===== config.mk =====
export PLATFORM = sky130hd
export DESIGN_NAME = iprio_regs
export DESIGN_NICKNAME = d
export VERILOG_FILES = /design/src/core/iprio_pkg.sv /design/src/core/iprio_regs.sv
export SDC_FILE = /design/constraint.sdc
export NUM_CORES = 1
export LEC_CHECK = 0
export ABC_CLOCK_PERIOD_IN_PS = 2860
export BUFFER_PORTS_ARGS = -buffer_cell sky130_fd_sc_hd__clkbuf_2
export CORE_MARGIN = 2
export CORE_UTILIZATION = 35
export DETAILED_ROUTE_END_ITERATION = 10
export PLACE_DENSITY_LB_ADDON = 0.05
export REMOVE_ABC_BUFFERS = 1
export SLEW_MARGIN = 25
export SYNTH_ARGS = -nofsm -noshare
export SYNTH_HDL_FRONTEND = slang
export SYNTH_SLANG_ARGS = --single-unit

===== constraint.sdc =====
create_clock -name aclk -period 2.86 [get_ports aclk]
set_input_delay 0.429 -clock aclk [delete_from_list [all_inputs] [get_ports aclk]]
set_output_delay 0.429 -clock aclk [all_outputs]
set_load 0.005 [all_outputs]

===== src/core/iprio_pkg.sv =====
// Package: register map, field layout and types for the interrupt priority bank
// Behaviour
// - Field code 111 means priority level 7, the highest.
// - Code 001 means level 1; codes between map linearly to levels.
// - Code 000 disables the source; it never raises a request.
// - Bits outside priority fields read zero and hold no state.
// - Every field resets to 100, priority 4.
// - Register 0: adc done bits 6-4, uart1 tx bits 2-0.
// - Register 1: change 14-12, comparator 10-8, i2c1 master 6-4, slave 2-0.
// - Register 2: capture8 14-12, capture7 10-8, extint1 2-0.
// - Register 3: timer4 14-12, compare4 10-8, compare3 6-4.
// - Register 4: uart2 tx 14-12, uart2 rx 10-8, extint2 6-4, timer5 2-0.
// - Register 5: spi2 event 6-4, spi2 fault 2-0.
// - Register 6: capture5 14-12, capture4 10-8, capture3 6-4.
// - Register 7: compare7 14-12, compare6 10-8, compare5 6-4, capture6 2-0.
package iprio_pkg;

    localparam int NREGS = 8;
    localparam logic [2:0] PRIO_RESET = 3'h4;
    localparam logic [2:0] PRIO_OFF = 3'h0;
    localparam logic [2:0] PRIO_MAX = 3'h7;

    // Byte offsets on the register bus
    localparam logic [7:0] OFF_ADC_UART1_TX = 8'h00;
    localparam logic [7:0] OFF_CHANGE_COMPARATOR_I2C1 = 8'h04;
    localparam logic [7:0] OFF_CAPTURE8_7_EXTINT1 = 8'h08;
    localparam logic [7:0] OFF_TIMER4_COMPARE4_3 = 8'h0c;
    localparam logic [7:0] OFF_UART2_EXTINT2_TIMER5 = 8'h10;
    localparam logic [7:0] OFF_SPI2_EVENT_FAULT = 8'h14;
    localparam logic [7:0] OFF_CAPTURE5_4_3 = 8'h18;
    localparam logic [7:0] OFF_COMPARE7_6_5_CAPTURE6 = 8'h1c;

    // Field low-bit positions, shared by all registers
    localparam int POS_F3 = 12;
    localparam int POS_F2 = 8;
    localparam int POS_F1 = 4;
    localparam int POS_F0 = 0;

    // Implemented-bit masks per register
    localparam logic [15:0] MASK_ADC_UART1_TX = 16'h0077;
    localparam logic [15:0] MASK_CHANGE_COMPARATOR_I2C1 = 16'h7777;
    localparam logic [15:0] MASK_CAPTURE8_7_EXTINT1 = 16'h7707;
    localparam logic [15:0] MASK_TIMER4_COMPARE4_3 = 16'h7770;
    localparam logic [15:0] MASK_UART2_EXTINT2_TIMER5 = 16'h7777;
    localparam logic [15:0] MASK_SPI2_EVENT_FAULT = 16'h0077;
    localparam logic [15:0] MASK_CAPTURE5_4_3 = 16'h7770;
    localparam logic [15:0] MASK_COMPARE7_6_5_CAPTURE6 = 16'h7777;

    localparam logic [1:0] RESP_OKAY = 2'h0;
    localparam logic [1:0] RESP_SLVERR = 2'h2;

    // Priority outputs toward the arbiter
    typedef struct packed {
        logic [2:0] adc_done_priority;
        logic [2:0] uart1_tx_priority;
        logic [2:0] change_notify_priority;
        logic [2:0] comparator_priority;
        logic [2:0] i2c1_master_priority;
        logic [2:0] i2c1_slave_priority;
        logic [2:0] capture8_priority;
        logic [2:0] capture7_priority;
        logic [2:0] extint1_priority;
        logic [2:0] timer4_priority;
        logic [2:0] compare4_priority;
        logic [2:0] compare3_priority;
        logic [2:0] uart2_tx_priority;
        logic [2:0] uart2_rx_priority;
        logic [2:0] extint2_priority;
        logic [2:0] timer5_priority;
        logic [2:0] spi2_event_priority;
        logic [2:0] spi2_fault_priority;
        logic [2:0] capture5_priority;
        logic [2:0] capture4_priority;
        logic [2:0] capture3_priority;
        logic [2:0] compare7_priority;
        logic [2:0] compare6_priority;
        logic [2:0] compare5_priority;
        logic [2:0] capture6_priority;
    } iprio_levels_t;

    // Per-source request-enable derived from the field code
    typedef logic [24:0] iprio_enables_t;

endpackage


===== src/core/iprio_regs.sv =====
// AXI4-Lite slave holding the eight interrupt priority registers
`timescale 1ns/1ps
module iprio_regs (
    input wire logic aclk,
    input wire logic aresetn,
    input wire logic [7:0] s_axi_awaddr,
    input wire logic [2:0] s_axi_awprot,
    input wire logic s_axi_awvalid,
    output logic s_axi_awready,
    input wire logic [31:0] s_axi_wdata,
    input wire logic [3:0] s_axi_wstrb,
    input wire logic s_axi_wvalid,
    output logic s_axi_wready,
    output logic [1:0] s_axi_bresp,
    output logic s_axi_bvalid,
    input wire logic s_axi_bready,
    input wire logic [7:0] s_axi_araddr,
    input wire logic [2:0] s_axi_arprot,
    input wire logic s_axi_arvalid,
    output logic s_axi_arready,
    output logic [31:0] s_axi_rdata,
    output logic [1:0] s_axi_rresp,
    output logic s_axi_rvalid,
    input wire logic s_axi_rready,
    output iprio_pkg::iprio_levels_t prio_levels,
    output iprio_pkg::iprio_enables_t source_enable
);

    logic [15:0] regs_q [iprio_pkg::NREGS];
    logic [7:0] awaddr_q;
    logic aw_held_q;
    logic [15:0] wdata_q;
    logic [1:0] wstrb_q;
    logic w_held_q;
    logic [15:0] rd_word;
    logic rd_hit;

    // Index of a decoded offset, or -1 when unmapped
    function automatic int reg_index(input logic [7:0] addr);
        if (addr == iprio_pkg::OFF_ADC_UART1_TX) begin
            return 0;
        end else if (addr == iprio_pkg::OFF_CHANGE_COMPARATOR_I2C1) begin
            return 1;
        end else if (addr == iprio_pkg::OFF_CAPTURE8_7_EXTINT1) begin
            return 2;
        end else if (addr == iprio_pkg::OFF_TIMER4_COMPARE4_3) begin
            return 3;
        end else if (addr == iprio_pkg::OFF_UART2_EXTINT2_TIMER5) begin
            return 4;
        end else if (addr == iprio_pkg::OFF_SPI2_EVENT_FAULT) begin
            return 5;
        end else if (addr == iprio_pkg::OFF_CAPTURE5_4_3) begin
            return 6;
        end else if (addr == iprio_pkg::OFF_COMPARE7_6_5_CAPTURE6) begin
            return 7;
        end else begin
            return -1;
        end
    endfunction

    // Implemented-bit mask of a register index
    function automatic logic [15:0] reg_mask(input int idx);
        case (idx)
            0: return iprio_pkg::MASK_ADC_UART1_TX;
            1: return iprio_pkg::MASK_CHANGE_COMPARATOR_I2C1;
            2: return iprio_pkg::MASK_CAPTURE8_7_EXTINT1;
            3: return iprio_pkg::MASK_TIMER4_COMPARE4_3;
            4: return iprio_pkg::MASK_UART2_EXTINT2_TIMER5;
            5: return iprio_pkg::MASK_SPI2_EVENT_FAULT;
            6: return iprio_pkg::MASK_CAPTURE5_4_3;
            7: return iprio_pkg::MASK_COMPARE7_6_5_CAPTURE6;
            default: return 16'h0000;
        endcase
    endfunction

    // Reset pattern: 100 in every implemented field
    function automatic logic [15:0] reg_reset(input int idx);
        logic [15:0] m;
        m = reg_mask(idx);
        return m & {4{1'b0, iprio_pkg::PRIO_RESET}};
    endfunction

    // Extract a 3-bit field from a register word
    function automatic logic [2:0] fld(input logic [15:0] w, input int pos);
        return w[pos +: 3];
    endfunction

    wire logic wr_fire = aw_held_q && w_held_q && !s_axi_bvalid;

    // Write address capture; address and data may come in either order
    always_ff @(posedge aclk) begin
        if (!aresetn) begin
            aw_held_q <= 1'b0;
            awaddr_q <= 8'h00;
            s_axi_awready <= 1'b0;
        end else if (wr_fire) begin
            aw_held_q <= 1'b0;
            s_axi_awready <= 1'b0;
        end else if (s_axi_awvalid && s_axi_awready) begin
            aw_held_q <= 1'b1;
            awaddr_q <= s_axi_awaddr;
            s_axi_awready <= 1'b0;
        end else begin
            s_axi_awready <= !aw_held_q && !s_axi_bvalid;
        end
    end

    // Write data capture; only the low two byte lanes carry state
    always_ff @(posedge aclk) begin
        if (!aresetn) begin
            w_held_q <= 1'b0;
            wdata_q <= 16'h0000;
            wstrb_q <= 2'h0;
            s_axi_wready <= 1'b0;
        end else if (wr_fire) begin
            w_held_q <= 1'b0;
            s_axi_wready <= 1'b0;
        end else if (s_axi_wvalid && s_axi_wready) begin
            w_held_q <= 1'b1;
            wdata_q <= s_axi_wdata[15:0];
            wstrb_q <= s_axi_wstrb[1:0];
            s_axi_wready <= 1'b0;
        end else begin
            s_axi_wready <= !w_held_q && !s_axi_bvalid;
        end
    end

    // Register storage; unimplemented bits are masked so they hold no state
    always_ff @(posedge aclk) begin
        if (!aresetn) begin
            for (int i = 0; i < iprio_pkg::NREGS; i++) begin
                regs_q[i] <= reg_reset(i);
            end
        end else if (wr_fire && reg_index(awaddr_q) >= 0) begin
            for (int i = 0; i < iprio_pkg::NREGS; i++) begin
                if (i == reg_index(awaddr_q)) begin
                    for (int b = 0; b < 2; b++) begin
                        if (wstrb_q[b]) begin
                            regs_q[i][b*8 +: 8] <= 8'((wdata_q & reg_mask(i)) >> (b*8));
                        end
                    end
                end
            end
        end
    end

    // Write response; unmapped offsets answer SLVERR
    always_ff @(posedge aclk) begin
        if (!aresetn) begin
            s_axi_bvalid <= 1'b0;
            s_axi_bresp <= iprio_pkg::RESP_OKAY;
        end else if (wr_fire) begin
            s_axi_bvalid <= 1'b1;
            s_axi_bresp <= (reg_index(awaddr_q) >= 0) ? iprio_pkg::RESP_OKAY
                                                       : iprio_pkg::RESP_SLVERR;
        end else if (s_axi_bready) begin
            s_axi_bvalid <= 1'b0;
        end
    end

    // Read decode
    always_comb begin
        rd_word = 16'h0000;
        rd_hit = 1'b0;
        for (int i = 0; i < iprio_pkg::NREGS; i++) begin
            if (i == reg_index(s_axi_araddr)) begin
                rd_word = regs_q[i] & reg_mask(i);
                rd_hit = 1'b1;
            end
        end
    end

    // Read channel; one read in flight, upper half reads zero
    always_ff @(posedge aclk) begin
        if (!aresetn) begin
            s_axi_arready <= 1'b0;
            s_axi_rvalid <= 1'b0;
            s_axi_rdata <= 32'h00000000;
            s_axi_rresp <= iprio_pkg::RESP_OKAY;
        end else if (s_axi_arvalid && s_axi_arready) begin
            s_axi_arready <= 1'b0;
            s_axi_rvalid <= 1'b1;
            s_axi_rdata <= {16'h0000, rd_word};
            s_axi_rresp <= rd_hit ? iprio_pkg::RESP_OKAY : iprio_pkg::RESP_SLVERR;
        end else if (s_axi_rvalid) begin
            if (s_axi_rready) begin
                s_axi_rvalid <= 1'b0;
            end
        end else begin
            s_axi_arready <= 1'b1;
        end
    end

    // Field export, registered so outputs come from flops
    always_ff @(posedge aclk) begin
        if (!aresetn) begin
            prio_levels <= {25{iprio_pkg::PRIO_RESET}};
        end else begin
            prio_levels.adc_done_priority <= fld(regs_q[0], iprio_pkg::POS_F1);
            prio_levels.uart1_tx_priority <= fld(regs_q[0], iprio_pkg::POS_F0);
            prio_levels.change_notify_priority <= fld(regs_q[1], iprio_pkg::POS_F3);
            prio_levels.comparator_priority <= fld(regs_q[1], iprio_pkg::POS_F2);
            prio_levels.i2c1_master_priority <= fld(regs_q[1], iprio_pkg::POS_F1);
            prio_levels.i2c1_slave_priority <= fld(regs_q[1], iprio_pkg::POS_F0);
            prio_levels.capture8_priority <= fld(regs_q[2], iprio_pkg::POS_F3);
            prio_levels.capture7_priority <= fld(regs_q[2], iprio_pkg::POS_F2);
            prio_levels.extint1_priority <= fld(regs_q[2], iprio_pkg::POS_F0);
            prio_levels.timer4_priority <= fld(regs_q[3], iprio_pkg::POS_F3);
            prio_levels.compare4_priority <= fld(regs_q[3], iprio_pkg::POS_F2);
            prio_levels.compare3_priority <= fld(regs_q[3], iprio_pkg::POS_F1);
            prio_levels.uart2_tx_priority <= fld(regs_q[4], iprio_pkg::POS_F3);
            prio_levels.uart2_rx_priority <= fld(regs_q[4], iprio_pkg::POS_F2);
            prio_levels.extint2_priority <= fld(regs_q[4], iprio_pkg::POS_F1);
            prio_levels.timer5_priority <= fld(regs_q[4], iprio_pkg::POS_F0);
            prio_levels.spi2_event_priority <= fld(regs_q[5], iprio_pkg::POS_F1);
            prio_levels.spi2_fault_priority <= fld(regs_q[5], iprio_pkg::POS_F0);
            prio_levels.capture5_priority <= fld(regs_q[6], iprio_pkg::POS_F3);
            prio_levels.capture4_priority <= fld(regs_q[6], iprio_pkg::POS_F2);
            prio_levels.capture3_priority <= fld(regs_q[6], iprio_pkg::POS_F1);
            prio_levels.compare7_priority <= fld(regs_q[7], iprio_pkg::POS_F3);
            prio_levels.compare6_priority <= fld(regs_q[7], iprio_pkg::POS_F2);
            prio_levels.compare5_priority <= fld(regs_q[7], iprio_pkg::POS_F1);
            prio_levels.capture6_priority <= fld(regs_q[7], iprio_pkg::POS_F0);
        end
    end

    // Enable per source: code 000 masks the request, 001..111 are levels 1..7
    always_ff @(posedge aclk) begin
        if (!aresetn) begin
            source_enable <= '1;
        end else begin
            for (int s = 0; s < 25; s++) begin
                source_enable[s] <= (prio_levels_next(s) != iprio_pkg::PRIO_OFF);
            end
        end
    end

    // Field of source s (struct order, source 0 is the last member)
    function automatic logic [2:0] prio_levels_next(input int s);
        iprio_pkg::iprio_levels_t v;
        v = '{fld(regs_q[0], iprio_pkg::POS_F1), fld(regs_q[0], iprio_pkg::POS_F0),
              fld(regs_q[1], iprio_pkg::POS_F3), fld(regs_q[1], iprio_pkg::POS_F2),
              fld(regs_q[1], iprio_pkg::POS_F1), fld(regs_q[1], iprio_pkg::POS_F0),
              fld(regs_q[2], iprio_pkg::POS_F3), fld(regs_q[2], iprio_pkg::POS_F2),
              fld(regs_q[2], iprio_pkg::POS_F0), fld(regs_q[3], iprio_pkg::POS_F3),
              fld(regs_q[3], iprio_pkg::POS_F2), fld(regs_q[3], iprio_pkg::POS_F1),
              fld(regs_q[4], iprio_pkg::POS_F3), fld(regs_q[4], iprio_pkg::POS_F2),
              fld(regs_q[4], iprio_pkg::POS_F1), fld(regs_q[4], iprio_pkg::POS_F0),
              fld(regs_q[5], iprio_pkg::POS_F1), fld(regs_q[5], iprio_pkg::POS_F0),
              fld(regs_q[6], iprio_pkg::POS_F3), fld(regs_q[6], iprio_pkg::POS_F2),
              fld(regs_q[6], iprio_pkg::POS_F1), fld(regs_q[7], iprio_pkg::POS_F3),
              fld(regs_q[7], iprio_pkg::POS_F2), fld(regs_q[7], iprio_pkg::POS_F1),
              fld(regs_q[7], iprio_pkg::POS_F0)};
        return v[s*3 +: 3]; // level equals the code, 7 highest
    endfunction

endmodule


# Yosys cells after proc, flatten, opt, wreduce, memory -nomap -nowiden
# Memories as Yosys holds them, arrays and structs flattened.
# Index checks and enable logic that the tools add are counted.
# classes
reduce_logical,47
muxes,195
eq_ne,28
magnitude_cmp,2
bitwise,42
# ops
cell,count
16-bit two-way mux,44
32-bit two-way mux,21
8-bit two-way mux,44
16-bit bitwise AND,16
4-bit by 32-bit equality test with 1-bit output (first input constant),8
3-bit by 32-bit equality test with 1-bit output (first input constant),4
1-bit two-way mux,80
3-bit nonzero test,25
8-bit bitwise AND,8
2-bit by 32-bit equality test with 1-bit output (first input constant),2
8-bit by 5-bit equality test with 1-bit output (second input constant),8
32-bit by 1-bit greater-or-equal comparator with 1-bit output (second input constant),2
32-bit zero test,2
15-bit two-way mux,4
8-bit by 4-bit equality test with 1-bit output (second input constant),4
8-bit by 3-bit equality test with 1-bit output (second input constant),2
8-bit zero test,2
1-bit bitwise OR,16
1-bit logical AND,8
3-bit OR reduction,2
2-bit two-way mux,2
2-bit AND reduction,2
2-bit OR reduction,2
1-bit zero test,3
2 further kinds,3
# word_totals
out_inout_bits,141
mem_bits_rw,128
register_bits,153
n_memories,1
# memory_table
name,words,word_bits,read_ports,rd_clocked_by_memory_dff,write_ports,line,text
regs_q,8,16,8,0,8,iprio_regs.sv:29,logic [15:0] regs_q [iprio_pkg::NREGS];

# Longest topological paths before layout
# depth
ltp_word,20
depth_mapped,7
ltp_nobuf,5

# Worst setup path before layout
# OpenSTA, ideal clock, no wires.
# synth_timing
kind,register to register
from,register awaddr_q[5]
to,memory regs_q[1][0] (netlist: regs_q[0][16]) (enable)
synth_period_minus_slack_ps,2220
setup_time_ps,318
slack_ps,640
arrival_time_ps,1902
stages_incl_launch_ff,6
cell_sequence,dfxtp_1 > or4_1 > or3_4 > nor3b_4 > nand2_1 > nand2_1
# synth_lines
element,line,text
"start, declared",iprio_regs.sv:30,logic [7:0] awaddr_q;
"start signal, assigned",iprio_regs.sv:101,awaddr_q <= s_axi_awaddr;
"end, declared",iprio_regs.sv:29,

==> metrics.txt <==
status=completed; peak supply drop=0.335 mV; pwr dens=701 nW/µm²; WHS Path Cells=3; number of max-cap violations=0; Static Leak=3.84 nW; Buf+Inv Stages, Crit Path=0; fill count=2135; Post-Synthesis Cells=719; Core Region=21900 µm²; hpwl dp=15.0 mm; Critical Path, Cell by Cell=or4_1, or3_4, nor3_1, nand3_1, nand2_1; vias in the first global route=5536; Post-CTS Resized=0; Port Buffers=155; clk slew on worst S/H paths=60 ps; top_reg_cell synth=dfxtp_1; CTS Buffer Depth=3; largest stage delay on the critical path=560 ps; Diodes inserted=0; Slowest-stage cell, CP=or4_1; FF-to-FF path depth=5; HP Class=in2reg; total number of vias=5555; flops & latches, synth=218; Clock Latency Late Sink=510 ps; Num CTS Buffers=24; Layout Skew=18.0 ps; Synth top area share=36.6%; Routed WL=20.3 mm; layout cell share with drive strength beyond 1=25.2%; number of cells on the critical path=5; Post-Place Cells=1139; # IOs=206; antenna violations before repair=0; clock tree root buffer cell=clkbuf_16; die area=23600 µm²; final slew viol count=0; Fmax=404 MHz; RSZ-0062 raised after global routing=no; GR Util All Layers=16.9%; TritonRoute pass-1 iters=4; CTS Hold Buffers Added=0; Area contributors post-synth=dfxtp_1, edfxtp_1, and2_1; largest area contributor in the netlist=dfxtp_1; drt first-iter violations=333; Worst Tran Pin Value=793 ps; Slew Limit Headroom=47.0%; CP Data Required Time=3050 ps; family with the most delay on the worst path=simple AND/OR/NAND/NOR gates; Final setup viols=0; GP Congestion=0.789; Crit. End Element=flop; worst hold margin=145 ps; Final Non-Filler Cells=1183; Starting Density=35.8%; post-CTS setup buffers=0; EDFF count, synth=75; final period utilization=86.6%; Fin. Hold Viols=0; clock tree from TritonCTS=built; Async SR Flop Fraction=0%; H-tree depth=1; Die Ht=154 µm; row cnt=54; global-route wire length before repair=31.4 mm; FF+latch area=5110 µm²; Synth Cell Area=7830 µm²; via/cell ratio=4.70; die width=154 µm; multi-input gate area in the final layout=2450 µm²; Setup Total Neg Slack=0 ps; Area Overhead vs Synth=24.0%; CP max FO=6; wire per inst=17.2 µm; largest net degree at the start of global routing=105; Yosys warnings=0; Syn Area/Cell=10.9 µm²; CP Launch Type=flop; WP data arrival=2670 ps; Crit Path Category=reg2reg; nets@finish=950; clk sinks=218; fin crit period=2480 ps; Overflow after GRT=0; Detail Route Antenna Nets=0; Yosys cell types=42; Final Util=44.4%; DRC viols=0; Seq/Total Area, Yosys=65.3%
## stage by stage
step | power, mW | instance area, µm² | setup slack (ps)
2_1_floorplan | 3.57 | 7620 | 640
3_3_place_gp | 3.77 | 8900 | 424
3_5_place_dp | 3.78 | 8900 | 360
4_1_cts | 6.88 | 9710 | 360
5_1_grt | 7.07 | 9710 | 195
6_report | 6.81 | 9710 | 384
## placed cells by master (no fill, tap or decap), types with 4 or more instances in the layout
cell type and count:
conb_1 22, nand2_1 73, nand3b_1 5, and3_1 4, nor2_1 71, or3_1 29
nor2b_1 7, clkbuf_2 155, inv_1 16, mux2i_1 9, clkbuf_16 26, a22oi_1 4
o21ai_0 26, dfxtp_1 143, clkbuf_1 5, a21oi_1 35, a31oi_1 4, nand2b_1 29
buf_4 17, nand3_1 18, clkinv_2 5, edfxtp_1 75, and2_1 54, or2_2 4
o22ai_1 7, mux2_2 8, nand4_1 7, nor3_1 10
## synthesized netlist by cell type, types with 4 or more instances
cell type  number
dfxtp_1       143
edfxtp_1       75
nand2_1        73
nor2_1         71
and2_1         54
a21oi_1        35
nand2b_1       29
or3_1          29
o21ai_0        26
clkbuf_1       24
buf_4          22
nand3_1        18
inv_1          16
nor3_1         10
mux2i_1         9
buf_1           8
mux2_2          8
nand4_1         7
nor2b_1         7
o22ai_1         7
nand3b_1        5
a22oi_1         4
a31oi_1         4
and3_1          4
or2_2           4
## logic make-up (layout without fill, tap and decap cells)
group / after synthesis / after routing / synth area share, %
AND/OR/NAND/NOR: 323 / 323 / 21.2
flip-flops: 218 / 218 / 65.3
AO/OA/AOI/OAI: 90 / 90 / 6.68
buffers and inverters: 70 / 233 / 4.41
multiplexers: 17 / 17 / 2.30
other: 1 / 22 / 0.0479
## registers in the layout, indices dropped and copies added, names as in the netlist, 2 cells and up
signal	cells
awaddr_q	8
source_enable	25
wdata_q	12
regs_q	75
s_axi_rdata	12
wstrb_q	2
prio_levels	75
## metal layers
layer / vias up / GRT usage, % / wire length [µm]
met3: 24 / 4.23 / 1540
met5: - / 0 / 0
met2: 185 / 26.5 / 8920
li1: 2750 / - / -
met1: 2596 / 23.6 / 9560
met4: 0 / 3.84 / 293
## path summary, 6_finish.rpt
path / start / slack (ps) / endpoint
setup / recovery: awaddr_q[5] / 380 / regs_q[0][45]
hold / removal: s_axi_wdata[14] / 150 / wdata_q[14]
setup reg to reg: awaddr_q[5] / 380 / regs_q[0][45]
hold reg to reg: wdata_q[6] / 460 / wdata_q[6]
## area by class of cell
type | instances | share of cell area, %
Clock buffer | 33 | 7.18
Clock inverter | 11 | 1.17
Inverter | 16 | 0.619
Multi-Input combinational cell | 452 | 25.2
Sequential cell | 218 | 52.7
Tap cell | 280 | 3.61
Timing Repair Buffer | 173 | 9.51
## power by group
| group | switching [mW] | internal [mW] | leakage, nW |
|---|---|---|---|
| clock | 1.21 | 1.89 | 0.398 |
| combinational | 0.214 | 0.130 | 1.57 |
| sequential | 0.0632 | 3.30 | 1.88 |
## tightest hold or removal path, stage by stage
cell and delay, ps:
clkbuf_2 80, nand2_1 50, a21oi_1 50
No activity file was read; power rests on OpenSTA's default activity.
